[config.mk]
export PLATFORM = sky130hd
export DESIGN_NAME = parallel_io_line_controller
export DESIGN_NICKNAME = d
export VERILOG_FILES = /design/src/pio_pkg.sv /design/src/parallel_io_line_controller.sv
export VERILOG_INCLUDE_DIRS = /design/src /design/src/src
export SDC_FILE = /design/constraint.sdc
export NUM_CORES = 1
export LEC_CHECK = 0
export ABC_AREA = 0
export BUFFER_PORTS_ARGS = -buffer_cell sky130_fd_sc_hd__buf_2
export CORE_MARGIN = 4
export CORE_UTILIZATION = 39
export DETAILED_ROUTE_END_ITERATION = 12
export HOLD_SLACK_MARGIN = 0.15
export SLEW_MARGIN = 25
export SYNTH_ARGS = -nofsm -noshare
export SYNTH_HDL_FRONTEND = slang
export SYNTH_SLANG_ARGS = --single-unit
[constraint.sdc]
create_clock -name REF_CLK -period 1.9 [get_ports REF_CLK]
set_input_delay 0.19 -clock REF_CLK [delete_from_list [all_inputs] [get_ports REF_CLK]]
set_output_delay 0.19 -clock REF_CLK [all_outputs]
set_load 0.02 [all_outputs]
[src/pio_defs.svh]
// Register map, reset values and per-line product constants for the I/O line controller
`ifndef PIO_DEFS_SVH
`define PIO_DEFS_SVH

`define PIO_ADDR_W 10
`define PIO_OFF_OWN_EN 10'h000
`define PIO_OFF_OWN_DIS 10'h004
`define PIO_OFF_OWN_STAT 10'h008
`define PIO_OFF_OE_EN 10'h010
`define PIO_OFF_OE_DIS 10'h014
`define PIO_OFF_OE_STAT 10'h018
`define PIO_OFF_SET_OUT 10'h030
`define PIO_OFF_CLR_OUT 10'h034
`define PIO_OFF_OUT_DATA 10'h038
`define PIO_OFF_PIN_LVL 10'h03C
`define PIO_OFF_OD_EN 10'h050
`define PIO_OFF_OD_DIS 10'h054
`define PIO_OFF_OD_STAT 10'h058
`define PIO_OFF_PU_EN 10'h060
`define PIO_OFF_PU_DIS 10'h064
`define PIO_OFF_PU_STAT 10'h068
`define PIO_OFF_SEL_A 10'h070
`define PIO_OFF_SEL_B 10'h074
`define PIO_OFF_SEL_STAT 10'h078
`define PIO_OFF_CLK_CTRL 10'h090
`define PIO_OFF_OW_EN 10'h0A0
`define PIO_OFF_OW_DIS 10'h0A4
`define PIO_OFF_OW_STAT 10'h0A8

`define PIO_ZERO 32'h0000_0000
`define PIO_RST_OE 32'h0000_0000
`define PIO_RST_OUT 32'h0000_0000
`define PIO_RST_PU 32'h0000_0000
`define PIO_RST_SEL 32'h0000_0000
`define PIO_RST_OW 32'h0000_0000
`define PIO_RST_OD 32'h0000_0000
`define PIO_RST_PIN 32'h0000_0000
`define PIO_CLK_EN_BIT 0

`define PIO_MUX_LINES 32'hFFFF_FFFF
`define PIO_RST_OWN 32'hFFFF_FFFF
`define PIO_IRQ_SOURCE 5
`define PIO_IRQ_SRC_MIN 2
`define PIO_IRQ_SRC_MAX 31

`endif

[src/pio_pkg.sv]
// Types shared by the I/O line controller and its bench
`default_nettype none
package pio_pkg;
  typedef struct packed {
    logic [31:0] out;
    logic [31:0] oe;
  } line_drive_t;
endpackage
`default_nettype wire

[src/parallel_io_line_controller.sv]
// I/O line controller: register bank, pin drive steering and pin sampling
//
// Design decisions made here: strobed register access and the placing of the registers.
`include "pio_defs.svh"
`default_nettype none
module parallel_io_line_controller #(
  parameter logic [31:0] MUX_LINES = `PIO_MUX_LINES,
  parameter logic [31:0] OWN_RESET = `PIO_RST_OWN,
  parameter int IRQ_SOURCE = `PIO_IRQ_SOURCE
) (
  input wire logic REF_CLK,
  input wire logic RSTN,
  input wire logic [`PIO_ADDR_W-1:0] ADDR,
  input wire logic [31:0] WR_DATA,
  input wire logic WR_EN,
  input wire logic RD_EN,
  output logic [31:0] RD_DATA,
  input wire logic [31:0] PIN_IN,
  output pio_pkg::line_drive_t PIN_DRV,
  output logic [31:0] PULLUP_EN,
  input wire pio_pkg::line_drive_t PERA_DRV,
  input wire pio_pkg::line_drive_t PERB_DRV,
  output logic [31:0] PERA_IN,
  output logic [31:0] PERB_IN,
  output logic PIO_IRQ
);

  logic [31:0] own_q;
  logic [31:0] sel_q;
  logic [31:0] pu_q;
  logic [31:0] oe_q;
  logic [31:0] out_q;
  logic [31:0] ow_q;
  logic [31:0] od_q;
  logic [31:0] pin_q;
  logic [31:0] pin_d;
  logic clk_en_q;
  logic irq_q;
  logic [31:0] rd_data_q;
  logic [31:0] rd_data_d;
  logic [31:0] drv_out;
  logic [31:0] drv_oe;

  function automatic logic hit(input logic [`PIO_ADDR_W-1:0] off);
    hit = WR_EN && (ADDR == off);
  endfunction

  // Configuration lives on the always-running bus clock, so writes never wait for sampling
  always_ff @(posedge REF_CLK) begin
    if (!RSTN) begin
      pu_q <= `PIO_RST_PU;
    end else if (hit(`PIO_OFF_PU_EN)) begin
      pu_q <= pu_q & ~WR_DATA;
    end else if (hit(`PIO_OFF_PU_DIS)) begin
      pu_q <= pu_q | WR_DATA;
    end
  end

  always_ff @(posedge REF_CLK) begin
    if (!RSTN) begin
      own_q <= OWN_RESET | ~MUX_LINES;
    end else if (hit(`PIO_OFF_OWN_EN)) begin
      own_q <= own_q | WR_DATA | ~MUX_LINES;
    end else if (hit(`PIO_OFF_OWN_DIS)) begin
      own_q <= (own_q & ~WR_DATA) | ~MUX_LINES;
    end
  end

  always_ff @(posedge REF_CLK) begin
    if (!RSTN) begin
      sel_q <= `PIO_RST_SEL;
    end else if (hit(`PIO_OFF_SEL_A)) begin
      sel_q <= sel_q & ~WR_DATA;
    end else if (hit(`PIO_OFF_SEL_B)) begin
      sel_q <= sel_q | WR_DATA;
    end
  end

  // Kept live under peripheral ownership so the first level is ready at hand-back
  always_ff @(posedge REF_CLK) begin
    if (!RSTN) begin
      oe_q <= `PIO_RST_OE;
    end else if (hit(`PIO_OFF_OE_EN)) begin
      oe_q <= oe_q | WR_DATA;
    end else if (hit(`PIO_OFF_OE_DIS)) begin
      oe_q <= oe_q & ~WR_DATA;
    end
  end

  always_ff @(posedge REF_CLK) begin
    if (!RSTN) begin
      out_q <= `PIO_RST_OUT;
    end else if (hit(`PIO_OFF_SET_OUT)) begin
      out_q <= out_q | WR_DATA;
    end else if (hit(`PIO_OFF_CLR_OUT)) begin
      out_q <= out_q & ~WR_DATA;
    end else if (hit(`PIO_OFF_OUT_DATA)) begin
      out_q <= (out_q & ~ow_q) | (WR_DATA & ow_q);
    end
  end

  always_ff @(posedge REF_CLK) begin
    if (!RSTN) begin
      ow_q <= `PIO_RST_OW;
    end else if (hit(`PIO_OFF_OW_EN)) begin
      ow_q <= ow_q | WR_DATA;
    end else if (hit(`PIO_OFF_OW_DIS)) begin
      ow_q <= ow_q & ~WR_DATA;
    end
  end

  always_ff @(posedge REF_CLK) begin
    if (!RSTN) begin
      od_q <= `PIO_RST_OD;
    end else if (hit(`PIO_OFF_OD_EN)) begin
      od_q <= od_q | WR_DATA;
    end else if (hit(`PIO_OFF_OD_DIS)) begin
      od_q <= od_q & ~WR_DATA;
    end
  end

  // Stands in for the gated peripheral clock: off after reset
  always_ff @(posedge REF_CLK) begin
    if (!RSTN) begin
      clk_en_q <= 1'b0;
    end else if (hit(`PIO_OFF_CLK_CTRL)) begin
      clk_en_q <= WR_DATA[`PIO_CLK_EN_BIT];
    end
  end

  // While sampling is off the last captured level is held, as a stopped clock would
  assign pin_d = clk_en_q ? PIN_IN : pin_q;

  always_ff @(posedge REF_CLK) begin
    if (!RSTN) begin
      pin_q <= `PIO_RST_PIN;
    end else begin
      pin_q <= pin_d;
    end
  end

  // Any sampled change pulses the single interrupt line; masking sits elsewhere
  always_ff @(posedge REF_CLK) begin
    if (!RSTN) begin
      irq_q <= 1'b0;
    end else begin
      irq_q <= clk_en_q && (pin_d != pin_q);
    end
  end

  genvar g;
  generate
    for (g = 0; g < 32; g++) begin : g_line
      always_comb begin
        logic raw_out;
        logic raw_oe;
        raw_out = 1'b0;
        raw_oe = 1'b0;
        if (own_q[g]) begin
          raw_out = out_q[g];
          raw_oe = oe_q[g];
        end else if (sel_q[g]) begin
          raw_out = PERB_DRV.out[g];
          raw_oe = PERB_DRV.oe[g];
        end else begin
          raw_out = PERA_DRV.out[g];
          raw_oe = PERA_DRV.oe[g];
        end
        // Open drain: drive only a low, release for a high
        drv_out[g] = od_q[g] ? 1'b0 : raw_out;
        drv_oe[g] = od_q[g] ? (raw_oe & ~raw_out) : raw_oe;
      end
    end
  endgenerate

  assign PIN_DRV = '{out: drv_out, oe: drv_oe};
  assign PULLUP_EN = ~pu_q;
  assign PERA_IN = PIN_IN;
  assign PERB_IN = PIN_IN;
  assign PIO_IRQ = irq_q;

  always_comb begin
    rd_data_d = `PIO_ZERO;
    if (RD_EN) begin
      unique case (ADDR)
        `PIO_OFF_OWN_STAT: rd_data_d = own_q;
        `PIO_OFF_OE_STAT: rd_data_d = oe_q;
        `PIO_OFF_OUT_DATA: rd_data_d = out_q;
        `PIO_OFF_PIN_LVL: rd_data_d = pin_q;
        `PIO_OFF_OD_STAT: rd_data_d = od_q;
        `PIO_OFF_PU_STAT: rd_data_d = pu_q;
        `PIO_OFF_SEL_STAT: rd_data_d = sel_q;
        `PIO_OFF_OW_STAT: rd_data_d = ow_q;
        `PIO_OFF_CLK_CTRL: rd_data_d = {31'h0000_0000, clk_en_q};
        default: rd_data_d = `PIO_ZERO;
      endcase
    end
  end

  // Data stands only in the cycle after the read strobe
  always_ff @(posedge REF_CLK) begin
    if (!RSTN) begin
      rd_data_q <= `PIO_ZERO;
    end else begin
      rd_data_q <= rd_data_d;
    end
  end

  assign RD_DATA = rd_data_q;

  a_pullup_enable_clears: assert property (@(posedge REF_CLK) disable iff (!RSTN)
    (WR_EN && ADDR == `PIO_OFF_PU_EN) |=> ((pu_q & $past(WR_DATA)) == `PIO_ZERO))
    else $error("pull-up enable write left a status bit set");

  a_pullup_pin_sense: assert property (@(posedge REF_CLK) disable iff (!RSTN)
    (PULLUP_EN ^ pu_q) == 32'hFFFF_FFFF)
    else $error("pull-up control does not follow inverted status");

  a_reset_values: assert property (@(posedge REF_CLK)
    (!RSTN) |=> (pu_q == `PIO_ZERO && sel_q == `PIO_ZERO && ow_q == `PIO_ZERO && od_q == `PIO_ZERO && !clk_en_q))
    else $error("configuration not at reset value after reset");

  a_plain_lines_owned: assert property (@(posedge REF_CLK) disable iff (!RSTN)
    (own_q | MUX_LINES) == 32'hFFFF_FFFF)
    else $error("unmultiplexed line lost controller ownership");

  a_select_b_sets: assert property (@(posedge REF_CLK) disable iff (!RSTN)
    (WR_EN && ADDR == `PIO_OFF_SEL_B) |=> (sel_q == ($past(sel_q) | $past(WR_DATA))))
    else $error("select B write did not set select status");

  a_periph_drive_oe: assert property (@(posedge REF_CLK) disable iff (!RSTN)
    (drv_oe & ~own_q & ~od_q)
      == (((PERB_DRV.oe & sel_q) | (PERA_DRV.oe & ~sel_q)) & ~own_q & ~od_q))
    else $error("peripheral-owned pin enable not from selected peripheral");

  a_direct_write_mask: assert property (@(posedge REF_CLK) disable iff (!RSTN)
    (WR_EN && ADDR == `PIO_OFF_OUT_DATA)
      |=> (out_q == (($past(out_q) & ~$past(ow_q)) | ($past(WR_DATA) & $past(ow_q)))))
    else $error("direct data write touched a masked bit");

  a_open_drain_low: assert property (@(posedge REF_CLK) disable iff (!RSTN)
    (drv_out & od_q) == `PIO_ZERO)
    else $error("open-drain line driven high");

  a_sampling_halted: assert property (@(posedge REF_CLK) disable iff (!RSTN)
    (!clk_en_q) |=> ($stable(pin_q) && !PIO_IRQ))
    else $error("pin sampled while sampling clock off");

  a_pin_read_path: assert property (@(posedge REF_CLK) disable iff (!RSTN)
    (RD_EN && ADDR == `PIO_OFF_PIN_LVL) ##1 1'b1 |-> (RD_DATA == $past(pin_q)))
    else $error("pin level read returned wrong value");

  a_irq_source_range: assert property (@(posedge REF_CLK)
    (IRQ_SOURCE >= `PIO_IRQ_SRC_MIN) && (IRQ_SOURCE <= `PIO_IRQ_SRC_MAX))
    else $error("interrupt source number outside user range");

  a_pullup_disable_sets: assert property (@(posedge REF_CLK) disable iff (!RSTN)
    (WR_EN && ADDR == `PIO_OFF_PU_DIS) |=> (pu_q == ($past(pu_q) | $past(WR_DATA))))
    else $error("pull-up disable write did not set status");

  a_pullup_any_owner: assert property (@(posedge REF_CLK) disable iff (!RSTN)
    (WR_EN && ADDR == `PIO_OFF_PU_EN)
      |=> ((PULLUP_EN & $past(WR_DATA)) == $past(WR_DATA)))
    else $error("pull-up not switched on for a written line");

  a_own_enable_sets: assert property (@(posedge REF_CLK) disable iff (!RSTN)
    (WR_EN && ADDR == `PIO_OFF_OWN_EN)
      |=> (own_q == ($past(own_q) | $past(WR_DATA) | ~MUX_LINES)))
    else $error("ownership enable write did not set status");

  a_own_disable_clears: assert property (@(posedge REF_CLK) disable iff (!RSTN)
    (WR_EN && ADDR == `PIO_OFF_OWN_DIS)
      |=> (own_q == (($past(own_q) & ~$past(WR_DATA)) | ~MUX_LINES)))
    else $error("ownership disable write did not clear status");

  a_own_reset_value: assert property (@(posedge REF_CLK)
    (!RSTN) |=> (own_q == (OWN_RESET | ~MUX_LINES)))
    else $error("ownership status not at product reset value");

  a_select_a_clears: assert property (@(posedge REF_CLK) disable iff (!RSTN)
    (WR_EN && ADDR == `PIO_OFF_SEL_A) |=> (sel_q == ($past(sel_q) & ~$past(WR_DATA))))
    else $error("select A write did not clear select status");

  a_periph_inputs_pin: assert property (@(posedge REF_CLK) disable iff (!RSTN)
    (PERA_IN == PIN_IN) && (PERB_IN == PIN_IN))
    else $error("peripheral input does not see the pin");

  a_periph_drive_out: assert property (@(posedge REF_CLK) disable iff (!RSTN)
    (drv_out & ~own_q & ~od_q)
      == (((PERB_DRV.out & sel_q) | (PERA_DRV.out & ~sel_q)) & ~own_q & ~od_q))
    else $error("peripheral-owned pin level not from selected peripheral");

  a_own_drive_enable: assert property (@(posedge REF_CLK) disable iff (!RSTN)
    (drv_oe & own_q & ~od_q) == (oe_q & own_q & ~od_q))
    else $error("controller-owned pin enable does not follow output status");

  a_oe_enable_sets: assert property (@(posedge REF_CLK) disable iff (!RSTN)
    (WR_EN && ADDR == `PIO_OFF_OE_EN) |=> (oe_q == ($past(oe_q) | $past(WR_DATA))))
    else $error("output enable write did not set status");

  a_oe_disable_clears: assert property (@(posedge REF_CLK) disable iff (!RSTN)
    (WR_EN && ADDR == `PIO_OFF_OE_DIS) |=> (oe_q == ($past(oe_q) & ~$past(WR_DATA))))
    else $error("output disable write did not clear status");

  a_own_drive_level: assert property (@(posedge REF_CLK) disable iff (!RSTN)
    (drv_out & own_q & ~od_q) == (out_q & own_q & ~od_q))
    else $error("controller-owned pin level does not follow output data");

  a_set_out_sets: assert property (@(posedge REF_CLK) disable iff (!RSTN)
    (WR_EN && ADDR == `PIO_OFF_SET_OUT) |=> (out_q == ($past(out_q) | $past(WR_DATA))))
    else $error("set output write did not set data");

  a_clear_out_clears: assert property (@(posedge REF_CLK) disable iff (!RSTN)
    (WR_EN && ADDR == `PIO_OFF_CLR_OUT) |=> (out_q == ($past(out_q) & ~$past(WR_DATA))))
    else $error("clear output write did not clear data");

  a_preset_while_lent: assert property (@(posedge REF_CLK) disable iff (!RSTN)
    (WR_EN && ADDR == `PIO_OFF_SET_OUT)
      |=> ((out_q & ~own_q & $past(WR_DATA)) == (~own_q & $past(WR_DATA))))
    else $error("output level not preset on a peripheral-owned line");

  a_write_mask_enable: assert property (@(posedge REF_CLK) disable iff (!RSTN)
    (WR_EN && ADDR == `PIO_OFF_OW_EN) |=> (ow_q == ($past(ow_q) | $past(WR_DATA))))
    else $error("write mask enable did not set status");

  a_write_mask_disable: assert property (@(posedge REF_CLK) disable iff (!RSTN)
    (WR_EN && ADDR == `PIO_OFF_OW_DIS) |=> (ow_q == ($past(ow_q) & ~$past(WR_DATA))))
    else $error("write mask disable did not clear status");

  a_open_drain_enable: assert property (@(posedge REF_CLK) disable iff (!RSTN)
    (WR_EN && ADDR == `PIO_OFF_OD_EN) |=> (od_q == ($past(od_q) | $past(WR_DATA))))
    else $error("open-drain enable did not set status");

  a_open_drain_disable: assert property (@(posedge REF_CLK) disable iff (!RSTN)
    (WR_EN && ADDR == `PIO_OFF_OD_DIS) |=> (od_q == ($past(od_q) & ~$past(WR_DATA))))
    else $error("open-drain disable did not clear status");

  a_reset_quiet: assert property (@(posedge REF_CLK)
    (!RSTN) |=> (oe_q == `PIO_RST_OE && out_q == `PIO_RST_OUT && pin_q == `PIO_RST_PIN
      && !PIO_IRQ && RD_DATA == `PIO_ZERO))
    else $error("drive, sampling or read path not quiet after reset");

  a_config_no_clock: assert property (@(posedge REF_CLK) disable iff (!RSTN)
    (!clk_en_q && WR_EN && ADDR == `PIO_OFF_OE_EN)
      |=> ((oe_q & $past(WR_DATA)) == $past(WR_DATA)))
    else $error("configuration write lost while sampling clock off");

  a_zero_bits_kept: assert property (@(posedge REF_CLK) disable iff (!RSTN)
    (WR_EN && (ADDR == `PIO_OFF_PU_EN || ADDR == `PIO_OFF_PU_DIS))
      |=> ((pu_q & ~$past(WR_DATA)) == ($past(pu_q) & ~$past(WR_DATA))))
    else $error("zero bit in a set or clear write changed a status bit");

  a_irq_needs_change: assert property (@(posedge REF_CLK) disable iff (!RSTN)
    PIO_IRQ |-> ($past(clk_en_q) && (pin_q != $past(pin_q))))
    else $error("interrupt without a sampled pin change");

  a_pin_sampled_live: assert property (@(posedge REF_CLK) disable iff (!RSTN)
    clk_en_q |=> (pin_q == $past(PIN_IN)))
    else $error("pin level status not taken from the pin");

endmodule
`default_nettype wire

Word level (Yosys, flattened, before mapping)

Index checks and enable logic that the tools add are counted.

Reduce and logical (&&, ||, !) cells: 26
Eq/ne operators: 23
Mux-type cells: 209
Bitwise gates (word level): 84

Operator list:

| operator            | number |
|---|---|
| $mux 32             | 16 |
| $and 32x32->32      | 9 |
| $pmux 32 s9         | 1 |
| $or 32x32->32       | 8 |
| $mux 1              | 192 |
| $not 32->32         | 3 |
| $eq 10x7->1 const B | 9 |
| $eq 10x6->1 const B | 4 |
| $eq 10x8->1 const B | 4 |
| $and 1x1->1         | 32 |
| $ne 32x32->1        | 1 |
| $not 1->1           | 32 |
| $eq 10x5->1 const B | 3 |
| $logic_and 1x1->1   | 17 |
| $reduce_bool 2->1   | 6 |
| $eq 10x3->1 const B | 1 |
| $eq 10x4->1 const B | 1 |
| $logic_not 10->1    | 1 |
| $reduce_bool 3->1   | 1 |
| $reduce_and 2->1    | 1 |

Input bits: 206
Output and inout bits: 193
Word-level logic and storage cells: 353
Register bits: 290

Logic depth before layout (Yosys ltp)

Depth in word-level cells: 6
Depth in mapped cells: 8
Gate-level depth less buffers: 4

Worst setup path before layout

Ideal clock, no wire load.

Path type: in2reg
Start point: input ADDR[9]
End point: register (tool-made name)
Arrival: 1.766 ns
Setup slack: 0.019 ns
Data required time: 1.785 ns
Stages: 5
Setup time: 0.115 ns
Buffers on the path: 1
Path through: or4_4 > nor4_4 > buf_6 > nand3_1 > and3_1

RTL lines:

| item        | RTL line                          | RTL |
|---|---|---|
| from (decl) | parallel_io_line_controller.sv:13 | `` input wire logic [`PIO_ADDR_W-1:0] ADDR, `` |

==> flow_summary_export.csv <==
group,metric,value,unit
clock_network,cts_buffer_depth,3,
power_and_ir_drop,leakage,8.63,nW
power_and_ir_drop,switching_share,24.5,%
detailed_routing,wl_per_cell,22.7,um
detailed_routing,route.detailed.drc,0,
sta,fmax,537,MHz
final_layout,final_common_cell,"buf_2",
placement,dp_hpwl,50.3,mm
yosys,syn_area,16900,sq um
floorplan,top_level_ports,399,
detailed_routing,dr.pass1.iters,7,
sta,fin_ws,39.3,ps
global_route,grt_usage,28.4,%
final_layout,syn2layout_area_growth,27.4,%
final_layout,layout_common_cells,"389 x buf_2, 267 x dfxtp_1, 246 x o21ai_0",
yosys,synth_top_area_share,34.3,%
setup_path,rr_worst_depth,4,
power_and_ir_drop,clkPwrFrac,49.1,%
final_layout,final_nets,2695,
setup_path,endpoint_kind,"output port",
power_and_ir_drop,power_density,682,nW/um^2
floorplan,placementRows,76,
setup_path,crit_type,"flip-flop to output port",
sta,hold-worst-slack,246,ps
sta,rsz0062_at_grt,"no",
setup_path,path_cells,"mux2i_4 -> o21ai_2 -> a21oi_2 -> buf_6",
setup_path,crit-reg2reg-launch,"pin_q[10]",
yosys,synth_cells,2139,
clock_network,cts_made_buffers,35,
job,drv_cap,0,
floorplan,core,43000,sq um
yosys,synthArstFlopShare,0,%
setup_path,timing.rr.end,"PIO_IRQ",
power_and_ir_drop,total_power,14.7,mW
setup_path,crit_end,"PIN_DRV[21]",
setup_path,rrSetupSlack,500,ps
global_route,grt_max_degree,84,
yosys,synthFlopType,"dfxtp_1",
sta,tns,0,ps
yosys,synth_edf_count,0,
sta,max_slew_margin,55.9,%
clock_network,cts_tree,"built",
yosys,ys_warn_count,0,
floorplan,die_w,216,um
power_and_ir_drop,p_comb_share,9.6,%
global_route,grt_overflow_total,0,
yosys,avgSynthCellArea,7.92,sq um
sta,setup_viol,0,
detailed_routing,drt_iter0_drc,1755,
power_and_ir_drop,max-vdd-ir-drop,0.000496,V
setup_path,cpPeakStageDelay,410,ps
detailed_routing,route.antenna.remaining_nets,0,
final_layout,fin_cells,3102,
power_and_ir_drop,switchingPower,3.61,mW
sta,clock_skew,10.1,ps
setup_path,required,1710,ps
floorplan,die_h,216,um
setup_path,worst-path-max-fanout,4,
sta,min_period_over_period,97.9,%
global_route,grt_pass1_vias,16935,
clock_network,clk_pin_slew,60,ps
final_layout,drive_gt1_share,26.0,%
setup_path,worst-endpoint-arrival,1670,ps
clock_network,cts_setup_buffers,0,
sta,drv_slew,0,
clock_network,htree_levels,2,
detailed_routing,routed_wl,70.3,mm
clock_network,cts.sinks,290,
global_route,antenna_found_initial,3,
outcome,status,"complete, no violations",
floorplan,start_util,39.4,%
power_and_ir_drop,sequentialPowerShare,41.3,%
setup_path,critPathLaunchType,"flip-flop",
yosys,ys_ff_latch,290,
detailed_routing,num_vias,17625,
placement,port_buffers,398,
setup_path,worst_path_max_delay_cell,"dfxtp_4",
yosys,synth_area_leader_cell,"dfxtp_1",
floorplan,die_area,46800,sq um
power_and_ir_drop,p_int,11.1,mW
yosys,yosysSeqAreaShare,34.3,%
clock_network,cts-root-buf,"clkbuf_16",
placement,dp_cells,2971,
sta,tightest_slew,661,ps
placement,gp_congestion,0.894,
detailed_routing,drt-vias-per-instance,5.68,
sta,final-hold-violation-count,0,
sta,fin_crit,1860,ps
clock_network,clkLatencyLatePin,520,ps
yosys,synthTopCellsByArea,"dfxtp_1 34%, mux2i_1 8.3%, o21ai_0 7.4%",
hold_path,min_path_type,"input pin to flip-flop",
yosys,synth_fp_nets,2345,
placement,place_ws,-107,ps
yosys,synth_cell_type_count,55,
global_route,grt_pass1_wl,104,mm
## logic make-up after synthesis
| kind of cell | count (synthesis) | share of synthesized area (%) |
|---|---|---|
| and+or+nand+nor | 683 | 21.9 |
| AOI/OAI and AO/OA | 603 | 21.5 |
| buffers and inverters | 352 | 9.84 |
| DFF | 290 | 34.3 |
| muxes | 179 | 10.9 |
| xor gates and xnor gates | 32 | 1.65 |
## layout make-up
type                    instances  area [sq um]
flip-flops and latches        290          5840
well taps                     585           732
inverters                      98           368
repair buffers                567          3830
clock inverters                15           213
diodes                          3          7.51
clock buffers                  47          1020
fillers                      4165         21400
multi-input cells            1497          9570
## critical path, delay by kind of cell (launching register included)
family	cells	cell delay, ps
DFF	1	410
AOI/OAI and AO/OA	2	310
muxes	1	280
buffers and inverters	1	150
## routing by layer
layer,global-route usage [%],vias to the layer above,part of all wire (%)
met4,8.24,0,2.6
met5,0,-,0
met3,5.36,131,9.3
met2,48.3,899,47
met1,37.0,8439,41
li1,-,8156,-
## power by group through the flow
stage                     combinational, mW  clock (mW)  sequential, mW
after floorplan                       0.754           0            6.22
after global placement                 1.27           0            6.22
after detailed placement               1.28           0            6.22
after CTS                              1.40        7.28            6.08
after global routing                   1.50        7.57            6.08
final                                  1.42        7.23            6.08
## Yosys cell counts (3+ instances only)
| cell | n |
|---|---|
| or3_1 | 14 |
| a22o_1 | 20 |
| a21oi_1 | 106 |
| a22oi_1 | 19 |
| nand3_1 | 74 |
| and3_1 | 38 |
| buf_4 | 64 |
| mux2_2 | 39 |
| a32oi_1 | 5 |
| xnor2_1 | 32 |
| clkbuf_1 | 122 |
| buf_2 | 48 |
| nand2_1 | 223 |
| a222oi_1 | 5 |
| nand4_1 | 43 |
| nor3_1 | 35 |
| a32o_1 | 4 |
| a21boi_0 | 69 |
| o31ai_1 | 5 |
| nand2b_1 | 8 |
| nor2_1 | 40 |
| nor2b_1 | 102 |
| nor3b_1 | 3 |
| buf_6 | 6 |
| mux2i_1 | 140 |
| a21o_1 | 33 |
| and4_1 | 4 |
| inv_1 | 97 |
| o32a_1 | 4 |
| o21ai_0 | 251 |
| nor4_1 | 3 |
| dfxtp_1 | 290 |
| nand3b_1 | 45 |
| buf_1 | 14 |
| a21boi_1 | 27 |
| a31oi_1 | 48 |
| and3b_1 | 33 |
## metrics by stage
step	area [sq um]	utilization, %
final	21600	50.2
after detailed placement	19600	45.6
after global routing	21600	50.2
after global placement	19600	45.6
after CTS	21500	50.1
after floorplan	16900	-
## timing repair
action / in CTS / in global routing
cloned: 0 / 0
endpoints found under the setup margin: 6 / 36
resized for setup: 12 / 31
hold buffers: 66 / 0
pin swaps: 2 / 4
hold endpoints to repair: 246 / 0
## how the worst min path moves through the flow
stage          depth (start not counted)  startpoint    endpoint  slack, ps
2_1_floorplan                          2   PIN_IN[0]    pin_q[0]        360
3_3_place_gp                           2   flip-flop   flip-flop        480
3_5_place_dp                           2   flip-flop   flip-flop        490
4_1_cts                                4     ADDR[2]  RD_DATA[0]        220
5_1_grt                                5       RD_EN  RD_DATA[1]        270
6_report                               5       RD_EN  RD_DATA[1]        250
No activity file was read; power rests on OpenSTA's default activity.
